<file path="config.mk">
export PLATFORM = sky130hd
export DESIGN_NAME = ebac_nvm_ctrl
export DESIGN_NICKNAME = d
export VERILOG_FILES = /design/src/ebac_pkg.sv /design/src/ebac_nvm_ctrl.sv
export SDC_FILE = /design/constraint.sdc
export NUM_CORES = 1
export LEC_CHECK = 0
export ABC_AREA = 1
export ABC_CLOCK_PERIOD_IN_PS = 2200
export BUFFER_PORTS_ARGS = -buffer_cell sky130_fd_sc_hd__buf_2
export CAP_MARGIN = 25
export CELL_PAD_IN_SITES_DETAIL_PLACEMENT = 0
export CELL_PAD_IN_SITES_GLOBAL_PLACEMENT = 1
export CORE_UTILIZATION = 45
export DETAILED_ROUTE_END_ITERATION = 8
export GPL_ROUTABILITY_DRIVEN = 0
export PLACE_DENSITY = 0.87
export SLEW_MARGIN = 20
export SYNTH_ARGS = -nofsm -noshare
export SYNTH_HDL_FRONTEND = slang
export SYNTH_SLANG_ARGS = --single-unit
</file>
<file path="constraint.sdc">
create_clock -name clk_sys -period 2.2 [get_ports clk_sys]
set_clock_uncertainty 0.2 [all_clocks]
set_input_delay 0.11 -clock clk_sys [delete_from_list [all_inputs] [get_ports clk_sys]]
set_output_delay 0.11 -clock clk_sys [all_outputs]
set_load 0.005 [all_outputs]
</file>
<file path="src/ebac_pkg.sv">
// Purpose: constants and types for the byte-wide non-volatile store controller
// Assumes: core data space of two banks, special registers below SFR_TOP
// Notes:   bus offsets of the location, buffer and bank registers decode the same in both banks
package ebac_pkg;

	// ==================================================================
	// register placement
	localparam logic [7:0] OFS_LOC     = 8'h1e;
	localparam logic [7:0] OFS_BUF     = 8'h1f;
	localparam logic [7:0] OFS_BANK    = 8'h04;
	localparam logic [7:0] OFS_CTRL    = 8'h40;
	localparam logic       BANK_CTRL   = 1'h1;
	localparam logic [7:0] SFR_TOP     = 8'h40;

	// ==================================================================
	// control field positions and reset values
	localparam int         CTL_RD      = 0;
	localparam int         CTL_READ_ENABLE    = 1;
	localparam int         CTL_WT      = 2;
	localparam int         CTL_WRITE_ENABLE    = 3;
	localparam logic [7:0] RST_LOC     = 8'h00;
	localparam logic [7:0] RST_BUF     = 8'h00;
	localparam logic       RST_BANK    = 1'h0;

	// ==================================================================
	// store geometry and timing
	localparam int         NVM_DEPTH   = 32;
	localparam int         NVM_AW      = 5;
	localparam int         CLK_PERIOD_NS = 20;
	localparam int         READ_TIME_NS  = 40;
	localparam int         READ_CYCLES =
		(READ_TIME_NS + CLK_PERIOD_NS - 1) / CLK_PERIOD_NS;
	localparam int         TICK_DIV    = 8;
	localparam int         WRITE_TICKS = 12;

	// ==================================================================
	// types
	typedef enum logic [2:0] {
		ST_IDLE  = 3'h1,
		ST_READ  = 3'h2,
		ST_WRITE = 3'h4
	} ebac_state_t;

	typedef struct packed {
		logic       wr;
		logic       rd;
		logic       indirect;
		logic [7:0] addr;
		logic [7:0] wdata;
	} ebac_bus_req_t;

endpackage : ebac_pkg

</file>
<file path="src/ebac_nvm_ctrl.sv">
// Purpose: 32 x 8 non-volatile store reached through location, buffer and
//          control registers on the core data bus
// Assumes: core resolves indirect pointers and presents effective address
// Notes:   read data of a bus read is returned one cycle later
//
// Summary of operation
// - 32 bytes, reached only through registers
// - location register five bits, upper read zero
// - location and buffer sit in special space
// - control at 40H bank 1, indirect only
// - write enable low blocks every write
// - read enable low blocks every read
// - write start launches write, self-clears at end
// - read start launches read, self-clears at end
// - write start ignored unless enable already set
// - read start ignored unless enable already set
// - control upper four bits zero, others cleared
// - buffer full byte, cleared at power-on
// - fetched byte held until next operation
// - write length set by free-running internal timer
// - write end seen by start bit and flag
// - write enable cleared at power-on
// - bank select resets to bank zero
// - write end sets own and shared flags
module ebac_nvm_ctrl
	import ebac_pkg::*;
#(
	parameter int RD_CYCLES = READ_CYCLES,
	parameter int TICK_DIVIDE = TICK_DIV,
	parameter int WR_TICKS = WRITE_TICKS
) (
	input  wire logic          clk_sys,
	input  wire logic          reset,
	input  wire ebac_bus_req_t busReq,
	output logic [7:0]         busRdata,
	output logic               busRvalid,
	input  wire logic          nvmIrqClear,
	input  wire logic          multiFuncClear,
	output logic               nvmIrqFlag,
	output logic               multiFuncFlag
);

	// ==================================================================
	// decode
	function automatic logic regHit(ebac_bus_req_t r, logic bank,
		logic [7:0] ofs, logic ofsBank);
		logic effBank;
		effBank = r.indirect & bank;
		if (ofs < SFR_TOP)
			regHit = (r.addr == ofs);
		else
			regHit = (r.addr == ofs) && (effBank == ofsBank);
	endfunction : regHit

	ebac_state_t       stateReg;
	logic              bankSelReg;
	logic [NVM_AW-1:0] locReg;
	logic [7:0]        bufReg;
	logic              wrEnReg;
	logic              rdEnReg;
	logic [NVM_AW-1:0] capAddrReg;
	logic [7:0]        capDataReg;
	logic [7:0]        nvmMem [NVM_DEPTH];
	logic [7:0]        rdCntReg;
	logic [7:0]        tickCntReg;
	logic [7:0]        wrTickReg;
	logic [7:0]        ctrlView;
	logic              hitLoc, hitBuf, hitBank, hitCtrl;
	logic              startWr, startRd, readDone, writeDone, timerTick;
	logic              rdCtrlReg;

	assign hitLoc  = regHit(busReq, bankSelReg, OFS_LOC, 1'h0);
	assign hitBuf  = regHit(busReq, bankSelReg, OFS_BUF, 1'h0);
	assign hitBank = regHit(busReq, bankSelReg, OFS_BANK, 1'h0);
	assign hitCtrl = regHit(busReq, bankSelReg, OFS_CTRL, BANK_CTRL);

	// start bits read back as busy state, so clearing is automatic
	always_comb begin
		ctrlView           = 8'h00;
		ctrlView[CTL_WRITE_ENABLE] = wrEnReg;
		ctrlView[CTL_READ_ENABLE] = rdEnReg;
		ctrlView[CTL_WT]   = (stateReg == ST_WRITE);
		ctrlView[CTL_RD]   = (stateReg == ST_READ);
	end

	// enables judged on their old value: same-write set does not count
	assign startWr = busReq.wr && hitCtrl && stateReg == ST_IDLE &&
		busReq.wdata[CTL_WT] && wrEnReg;
	assign startRd = busReq.wr && hitCtrl && stateReg == ST_IDLE &&
		busReq.wdata[CTL_RD] && rdEnReg && !startWr;

	// ==================================================================
	// software registers
	always_ff @(posedge clk_sys) begin
		if (reset)
			bankSelReg <= RST_BANK;
		else if (busReq.wr && hitBank)
			bankSelReg <= busReq.wdata[0];
	end

	always_ff @(posedge clk_sys) begin
		if (reset)
			locReg <= RST_LOC[NVM_AW-1:0];
		else if (busReq.wr && hitLoc)
			locReg <= busReq.wdata[NVM_AW-1:0];
	end

	always_ff @(posedge clk_sys) begin
		if (reset) begin
			wrEnReg <= 1'h0;
			rdEnReg <= 1'h0;
		end else if (busReq.wr && hitCtrl) begin
			wrEnReg <= busReq.wdata[CTL_WRITE_ENABLE];
			rdEnReg <= busReq.wdata[CTL_READ_ENABLE];
		end
	end

	// read completion has priority over a software store in that cycle
	always_ff @(posedge clk_sys) begin
		if (reset)
			bufReg <= RST_BUF;
		else if (readDone)
			bufReg <= nvmMem[capAddrReg];
		else if (busReq.wr && hitBuf)
			bufReg <= busReq.wdata;
	end

	// ==================================================================
	// bus read path
	always_ff @(posedge clk_sys) begin
		if (reset) begin
			busRdata  <= 8'h00;
			busRvalid <= 1'h0;
			rdCtrlReg <= 1'h0;
		end else begin
			busRvalid <= busReq.rd;
			rdCtrlReg <= busReq.rd && hitCtrl;
			if (!busReq.rd)
				busRdata <= 8'h00;
			else if (hitLoc)
				busRdata <= {3'h0, locReg};
			else if (hitBuf)
				busRdata <= bufReg;
			else if (hitBank)
				busRdata <= {7'h00, bankSelReg};
			else if (hitCtrl)
				busRdata <= ctrlView;
			else
				busRdata <= 8'h00;
		end
	end

	// ==================================================================
	// write timer, free running so write ends unaligned to its start
	assign timerTick = (tickCntReg == 8'(TICK_DIVIDE - 1));

	always_ff @(posedge clk_sys) begin
		if (reset || timerTick)
			tickCntReg <= 8'h00;
		else
			tickCntReg <= tickCntReg + 8'h01;
	end

	assign readDone  = (stateReg == ST_READ) &&
		(rdCntReg == 8'(RD_CYCLES - 1));
	assign writeDone = (stateReg == ST_WRITE) && timerTick &&
		(wrTickReg == 8'(WR_TICKS - 1));

	// ==================================================================
	// cycle sequencer
	always_ff @(posedge clk_sys) begin
		if (reset) begin
			stateReg   <= ST_IDLE;
			rdCntReg   <= 8'h00;
			wrTickReg  <= 8'h00;
			capAddrReg <= '0;
			capDataReg <= 8'h00;
		end else begin
			case (stateReg)
			ST_IDLE: begin
				rdCntReg  <= 8'h00;
				wrTickReg <= 8'h00;
				if (startWr || startRd) begin
					capAddrReg <= locReg;
					capDataReg <= bufReg;
				end
				if (startWr)
					stateReg <= ST_WRITE;
				else if (startRd)
					stateReg <= ST_READ;
			end
			ST_READ: begin
				rdCntReg <= rdCntReg + 8'h01;
				if (readDone)
					stateReg <= ST_IDLE;
			end
			ST_WRITE: begin
				if (timerTick)
					wrTickReg <= wrTickReg + 8'h01;
				if (writeDone)
					stateReg <= ST_IDLE;
			end
			default: stateReg <= ST_IDLE;
			endcase
		end
	end

	// contents survive reset: this is the non-volatile array
	always_ff @(posedge clk_sys) begin
		if (writeDone)
			nvmMem[capAddrReg] <= capDataReg;
	end

	// ==================================================================
	// completion flags, set beats clear
	always_ff @(posedge clk_sys) begin
		if (reset)
			nvmIrqFlag <= 1'h0;
		else if (writeDone)
			nvmIrqFlag <= 1'h1;
		else if (nvmIrqClear)
			nvmIrqFlag <= 1'h0;
	end

	always_ff @(posedge clk_sys) begin
		if (reset)
			multiFuncFlag <= 1'h0;
		else if (writeDone)
			multiFuncFlag <= 1'h1;
		else if (multiFuncClear)
			multiFuncFlag <= 1'h0;
	end

	// ==================================================================
	// checks
	// bound covers the slowest timer phase at default parameters
	localparam int WR_MAX = 120;
endmodule : ebac_nvm_ctrl

</file>
### Word level (Yosys, flattened, before mapping)

Memories as Yosys holds them, arrays and structs flattened. A register that Yosys moved wholly into a read port is not among the register bits.
Index checks and enable logic that the tools add are counted.

* add/subtract/negate cells: 3
* $mul: 0
* div/mod/pow operators: 0
* order comparisons: 0
* equality and inequality tests: 14
* shift-type cells: 0
* multiplexer cells: 22
* bitwise operators: 2
* reduce and logical (&&, ||, !) cells: 27

Operators with widths (number)
* two-way mux 8 bit: 4
* case mux 8 bit (2 select lines): 2
* adder 8 x 1 -> 8 bit, second input constant: 3
* equality test 8 x 3 -> 1 bit, second input constant: 2
* equality test 8 x 5 -> 1 bit, second input constant: 2
* two-way mux 5 bit: 3
* logical AND 1 bit: 14
* two-way mux 3 bit: 4
* nonzero test 2 bit: 5
* case mux 3 bit (3 select lines): 1
* equality test 8 x 1 -> 1 bit, second input constant: 1
* equality test 8 x 4 -> 1 bit, second input constant: 1
* equality test 8 x 7 -> 1 bit, second input constant: 1
* two-way mux 4 bit: 2
* two-way mux 1 bit: 6
* != test 2 x 1 -> 1 bit, second input constant: 3
* AND reduction 2 bit: 2
* equality test 3 x 1 -> 1 bit, second input constant: 1
* equality test 3 x 2 -> 1 bit, second input constant: 1
* equality test 3 bit, second input constant: 1
* != test 3 bit, second input constant: 1
* AND reduction 3 bit: 1
* OR reduction 3 bit: 1
* logical OR 1 bit: 2
* 4 further kinds: 4

* register bits after elaboration: 67
* latch bits: 0
* RAM bits: 256
* ROM bits: 0
* input bits: 23
* output and inout port bits: 11
* logic and storage cells: 85
* memories kept: 1

Memories
* nvmMem: words 32, bits a word 8, read ports 1, clocked after Yosys merged registers in 1, write ports 1, RTL line ebac_nvm_ctrl.sv:63 `logic [7:0] nvmMem [NVM_DEPTH];`

### Logic depth before layout (Yosys ltp)

Gate-level depths: netlist of run 1.

* depth after elaboration: 12
* gate-level depth with buffers: 11
* mapped depth without buffers: 11

### Worst setup path after synthesis of run 1

Ideal clock, no wire load.

* path kind: register to register
* from: register tickCntReg[0]
* to: memory nvmMem[10][0], enable pin
* setup time: 370 ps
* data arrival time: 1707 ps
* data required time: 1630 ps
* path slack: -77 ps
* cell stages (with the launch flop): 10
* buffers on the path: 0
* period minus slack after synthesis: 2277 ps
* cell sequence: dfxtp_1 -> ha_1 -> nand2_1 -> inv_1 -> nand2_1 -> nor2_1 -> nand3_1 -> inv_1 -> nand3_1 -> nor2_1

* longest elaborated chain between the ends: 5

Ends and longest elaborated chain
* start: declaration: RTL line ebac_nvm_ctrl.sv:65 `logic [7:0] tickCntReg;`
* start signal: assignment: RTL line ebac_nvm_ctrl.sv:161 `tickCntReg <= tickCntReg + 8'h01;`
* equality test 8 x 3 -> 1 bit: RTL line ebac_nvm_ctrl.sv:155 `assign timerTick = (tickCntReg == 8'(TICK_DIVIDE - 1));`
* logical AND 1 bit (2 in series): RTL line ebac_nvm_ctrl.sv:166 `assign writeDone = (stateReg == ST_WRITE) && timerTick &&`
* two-way mux 1 bit: RTL line ebac_nvm_ctrl.sv:210 `if (writeDone)`
* two-way mux 1 bit (not written as such): RTL line ebac_nvm_ctrl.sv:211 `nvmMem[capAddrReg] <= capDataReg;`
* end: declaration: RTL line ebac_nvm_ctrl.sv:63

Every way passes these cells.

### Worst setup path after layout of run 1

* from: input port busReq[17] in the netlist's numbering
* to: register busRdata[4]

* longest elaborated chain between the ends: 2

Ends and longest elaborated chain
* start: declaration: RTL line ebac_nvm_ctrl.sv:34 `input wire ebac_bus_req_t busReq,`
* inverter 1 bit (no source line)
* OR reduction 2 bit (no source line)
* end signal: assignment: RTL line ebac_nvm_ctrl.sv:141 `busRdata <= {3'h0, locReg};`
* end signal: assignment: RTL line ebac_nvm_ctrl.sv:143 `busRdata <= bufReg;`
* end signal: assignment: RTL line ebac_nvm_ctrl.sv:145 `busRdata <= {7'h00, bankSelReg};`
* end: declaration: RTL line ebac_nvm_ctrl.sv:35 `output logic [7:0] busRdata,`

Every way passes these cells.
A chain may end at the register's enable or synchronous reset.

==> results.yml, run 1 <==
clock_tree:
  htree_levels: 2
  cts_setup_buffers: 0
  cts_root_buffer: "clkbuf_16"
  cts_tree: "done"
  clkLatencyLatePin_ns: 0.51
  cts_buffers: 34
  cts.sinks: 328
  clk_pin_slew_worst_paths_ns: 0.06
  clk_path_buf_depth: 3
floorplan:
  start_util_pct: 45.7
  ioPinCount: 34
  die-area_um2: 30700
  dieHeight_um: 175
  core-area_um2: 29600
  num_rows: 63
  die_w_um: 175
grt:
  grt_max_degree: 73
  antenna_found_initial: 0
  track_usage_pct: 22.1
  gr-total-overflow: 0
  grt_pass1_wl_um: 51700
  grt_pass1_vias: 9504
routing:
  wl_per_cell_um: 17.8
  wl_met3_um: 2800
  dr.pass1.iters: 5
  postRouteAntennaNets: 0
  wirelength_met1_um: 14000
  highest_layer: "met4"
  met2_length_um: 15300
  drcViolationCount: 0
  num_vias: 9822
  finalWirelength_um: 33100
  avgViaCountPerCell: 5.29
  first_iter_violations: 946
synth:
  ys_warn_count: 0
  syn_nets: 1357
  syn_inst: 1330
  syn_avg_cell_area_um2: 10.1
  ys_seq_area_share_pct: 67.6
  ys_ff_latch: 328
  synth_area_um2: 13500
  synth_cell_types: 35
worst_setup_path:
  critPathMaxFanout: 6
  r2r-start: "tickCntReg[0]"
  endpoint_kind: "flop"
  cp.depth: 8
  cp.required_ns: 2.39
  cp.arrival_ns: 2.32
  critPathMaxStageDelay_ns: 0.59
  cp-start-kind: "primary input"
  worstPathCellList: "dlygate4sd3_1 -> buf_2 -> nand2_1 -> dlygate4sd3_1 -> inv_1 -> nand2_2 -> o32ai_1 -> dlygate4sd3_1"
  reg2regPathDepth: 11
  critical-path-top-cell-by-count: "dlygate4sd3_1"
  slowest_stage: "dlygate4sd3_1"
  crit_family: "buffers and inverters"
  crit_start: "busReq[17]"
  path_class: "in -> reg"
  critical_path_buf_inv_count: 5
sta:
  tightest_slew_ns: 0.503
  clock.fmax_mhz: 471
  setup_ws_ns: 0.0762
  fin_crit_sh_pct: 96.5
  finalSetupViolCount: 0
  maxSlewViolCount: 0
  slew_headroom_pct: 66.5
  hold_slack_ns: -0.0404
  tns_ns: 0
  hold_violations: 4
  min_period_ns: 2.12
power:
  leakagePower_nw: 6.36
  peakVddDrop_uv: 539
  pwr_density_cell_nw_per_um2: 783
  finalPower_mw: 12.6
cells_and_area:
  design_area_um2: 16100
  layout-drive-gt1-share_pct: 13.2
  fin_nets: 1472
  final_cell_mix: "nand2_1 (418), edfxtp_1 (256), nand3_1 (254)"
  antenna_cells: 0
  area_growth_pct: 19.0
  final_common_cell: "nand2_1"
  fin_util_pct: 54.3
  final_cells: 1857
  fillers: 2504
placement:
  port_buffers: 33
  post_dp_cell_area_um2: 14500
  dp_hpwl_um: 20700
  pre_cts_ws_ns: 0.00505
  dp_cells: 1766
status:
  status: "finished with violations"
  violations: "negative hold slack"
min_path:
  whs_path_depth: 7
  hold_path.class: "in -> reg"
  worstHoldStart: "busReq[13]"
run:
  cap_violations: 0
[tightest hold or removal path, delay by kind of cell]
kind                   cells  cell delay, ns
buffers and inverters      1            0.09
AO/OA/AOI/OAI              2            0.21
AND/OR/NAND/NOR            4            0.22
[registers in the layout (all words and copies together) (netlist names), 3 cells and up, named ones only]
register,count
stateReg,3
wrTickReg,8
busRdata,8
capAddrReg,5
rdCntReg,8
nvmMem,256
bufReg,8
tickCntReg,8
locReg,5
capDataReg,8
[power by group]
group	total, mW	internal [mW]	switching [mW]
logic	0.125	0.0607	0.0646
clock network	5.85	3.56	2.29
registers	6.59	6.59	0.00376
[layout make-up]
| cell class | count | area, µm² | area share [%] |
|---|---|---|---|
| Clock buffer | 42 | 922 | 5.74 |
| Clock inverter | 16 | 214 | 1.33 |
| Inverter | 68 | 256 | 1.60 |
| Multi-Input combinational cell | 874 | 3910 | 24.3 |
| Sequential cell | 328 | 9140 | 56.9 |
| Tap cell | 390 | 488 | 3.04 |
| Timing Repair Buffer | 139 | 1140 | 7.10 |
[kinds of logic (layout without fill, tap and decap cells)]
group | after synthesis | in the layout | synth area share, %
XOR/XNOR | 3 | 3 | 0.195
buffers and inverters | 128 | 265 | 3.81
AND/OR/NAND/NOR | 798 | 798 | 25.2
adder cells (fa/ha/maj) | 4 | 4 | 0.371
flip-flops | 328 | 328 | 67.6
AO/OA/AOI/OAI | 69 | 69 | 2.81
[worst paths after layout]
path / end / slack (ns)
worst max register to register: nvmMem[29][5] / 0.15
worst min register to register: tickCntReg[0] / 0.22
worst max-delay path: busRdata[4] / 0.08
worst min-delay path: bankSelReg / -0.04
[repair_timing]
action / 4_1_cts / 5_1_grt
resized for setup: 1 / 27
hold buffers: 32 / 2
hold endpoints to repair: 41 / 1
cloned: 0 / 0
endpoints found under the setup margin: 24 / 260
[layer usage]
metal,up-vias,GRT usage [%]
met3,69,4.05
met1,4576,29.7
li1,4766,-
met2,411,35.9
met5,-,0
met4,0,7.93
[Yosys cell counts]
cell      instances  area share, %
a211oi_1          2           0.11
a21o_1            1          0.056
a21oi_1          40            1.5
a21oi_2           1          0.065
a21oi_4           1           0.12
a221oi_1          1          0.065
buf_1            19           0.53
buf_2            15           0.56
buf_6             2           0.17
clkbuf_1         24           0.67
clkinv_1          2          0.056
dfxtp_1          72             11
edfxtp_1        256             57
ha_1              4           0.37
inv_1            65            1.8
inv_2             1          0.028
nand2_1         419             12
nand2_2           1          0.046
nand2_4           1          0.083
nand3_1         256            9.5
nand3_2           1          0.074
nand3b_1          2           0.11
nand4_1           3           0.14
nor2_1           95            2.6
nor2_2            4           0.19
nor2_8            1           0.15
nor3_1           12           0.44
nor3_2            1          0.074
nor3b_1           1          0.056
o211ai_1          1          0.056
o21ai_0          20           0.74
o22ai_1           1          0.046
o32ai_1           1          0.065
or2_1             1          0.046
xor2_1            3           0.19
Note: power is estimated with default switching activity, not from simulation.
==> run 2, diff against run 1 <==
- RECOVER_POWER: unset -> 50
- TNS_END_PERCENT: unset -> 10
==> results.yml, run 2 (synthesized netlist as in run 1, its figures left out) <==
status:
  status: "finished with violations"
  violations: "negative hold slack"
sta:
  setup_ws_ns: 0.0761
  min_period_ns: 2.12
  hold_violations: 4
  clock.fmax_mhz: 471
  finalSetupViolCount: 0
  maxSlewViolCount: 0
  hold_slack_ns: -0.0396
  slew_headroom_pct: 34.3
  tns_ns: 0
  fin_crit_sh_pct: 96.5
  rsz0062_at_grt: "true"
  tightest_slew_ns: 0.985
cells_and_area:
  fin_util_pct: 54.2
  seqCellArea_um2: 9140
  antenna_cells: 0
  top_register: "nvmMem"
  fillers: 2520
  design_area_um2: 16000
  area_growth_pct: 18.7
  final_cell_mix: "nand2_1 (418), edfxtp_1 (256), nand3_1 (254)"
  multiInputGateArea_um2: 3890
  final_cells: 1857
  layout-drive-gt1-share_pct: 12.2
  largest_register_ffs: 256
  final_common_cell: "nand2_1"
  fin_nets: 1472
floorplan:
  start_util_pct: 45.7
  die-area_um2: 30700
  dieHeight_um: 175
  core-area_um2: 29600
  num_rows: 63
  die_w_um: 175
  ioPinCount: 34
routing:
  dr.pass1.iters: 5
  drcViolationCount: 0
  num_vias: 9800
  postRouteAntennaNets: 0
  avgViaCountPerCell: 5.28
  first_iter_violations: 895
  wl_per_cell_um: 17.8
  finalWirelength_um: 33100
grt:
  track_usage_pct: 22.1
  grt_pass1_wl_um: 51700
  grt_util_met1_pct: 29.7
  grtUsageMet3_pct: 4.05
  gr-total-overflow: 0
  met2_usage_pct: 35.9
  grt_max_degree: 73
  busiest_layer: "met2"
  antenna_found_initial: 0
  grt_pass1_vias: 9504
placement:
  dp_cells: 1766
  pre_cts_ws_ns: 0.00505
  dp_hpwl_um: 20700
  port_buffers: 33
  post_dp_cell_area_um2: 14500
power:
  p_comb_share_pct: 1.0
  p_sw_mw: 2.35
  leakagePower_nw: 6.33
  pwr_density_cell_nw_per_um2: 784
  swShare_pct: 18.7
  p_clk_share_pct: 46.5
  p_int_mw: 10.2
  peakVddDrop_uv: 534
  pwr-share-seq_pct: 52.5
worst_setup_path:
  worstPathCellList: "dlygate4sd3_1 -> buf_2 -> nand2_1 -> dlygate4sd3_1 -> inv_1 -> nand2_2 -> o32ai_1 -> dlygate4sd3_1"
  endpoint_kind: "flop"
  critical-path-top-cell-by-count: "dlygate4sd3_1"
  slowest_stage: "dlygate4sd3_1"
  critPathMaxStageDelay_ns: 0.59
  cp.arrival_ns: 2.32
  critical_path_buf_inv_count: 5
  crit_family: "buffers and inverters"
  regToRegSetupSlack_ns: 0.14
  cp-start-kind: "primary input"
  path_class: "in -> reg"
  cp.required_ns: 2.39
  critPathMaxFanout: 6
run:
  cap_violations: 0
clock_tree:
  cts.sinks: 328
  clkLatencyLatePin_ns: 0.51
  htree_levels: 2
  cts_buffers: 34
  cts_tree: "done"
  clk_path_buf_depth: 3
  clk_pin_slew_worst_paths_ns: 0.06
  cts_root_buffer: "clkbuf_16"
min_path:
  hold_path.class: "in -> reg"
## run 2: power by group through the flow
stage	Clock [mW]	Sequential, mW	Combinational (mW)
5_1_grt	6.16	6.59	0.137
4_1_cts	5.93	6.59	0.118
3_3_place_gp	0	6.73	0.0878
3_5_place_dp	0	6.73	0.0886
6_report	5.85	6.59	0.125
2_1_floorplan	0	6.73	0.0439
## run 2: stage by stage
stage / hold slack, ns / total power [mW]
after global routing: 0.0412 / 12.9
final: -0.0396 / 12.6
after floorplan: -0.0115 / 6.77
after detailed placement: 0.165 / 6.82
after CTS: 0.00290 / 12.6
after global placement: 0.158 / 6.81
## run 2: final cells by class
class / instances / share of cell area, %
Inverter: 68 / 1.60
Multi-Input combinational cell: 874 / 24.3
Sequential cell: 328 / 57.0
Clock inverter: 16 / 1.34
Clock buffer: 42 / 5.75
Timing Repair Buffer: 139 / 6.96
Tap cell: 390 / 3.05
## run 2: layer usage
layer  up-vias  share of wire (%)
li1       4763                  -
met1      4539                 42
met2       425                 46
met3        73                8.1
met4         0                3.0
met5         -                  0
## run 2: worst register-to-register path, cell delays in order, from the launching register on
cell and delay [ns]:
dfxtp_1 0.37, ha_1 0.21, nand2_1 0.06, nor2_1 0.16
nand3_2 0.11, inv_2 0.10, nand3_1 0.09, buf_6 0.18
nor2_2 0.10, buf_4 0.18
## run 2: path summary, 6_finish.rpt
check,startpoint,to,cells past startpoint
worst min-delay path,busReq[13],bankSelReg,7
worst min register to register,tickCntReg[0],tickCntReg[0],1
worst max register to register,wrTickReg[1],nvmMem[24][7],9
worst max-delay path,busReq[17],busRdata[4],8
## run 2: timing repair
item,CTS,global route
setup endpoints to repair,24,260
setup buffers,0,0
hold endpoints to repair,41,1
hold buffers,32,2
resized for setup,1,21
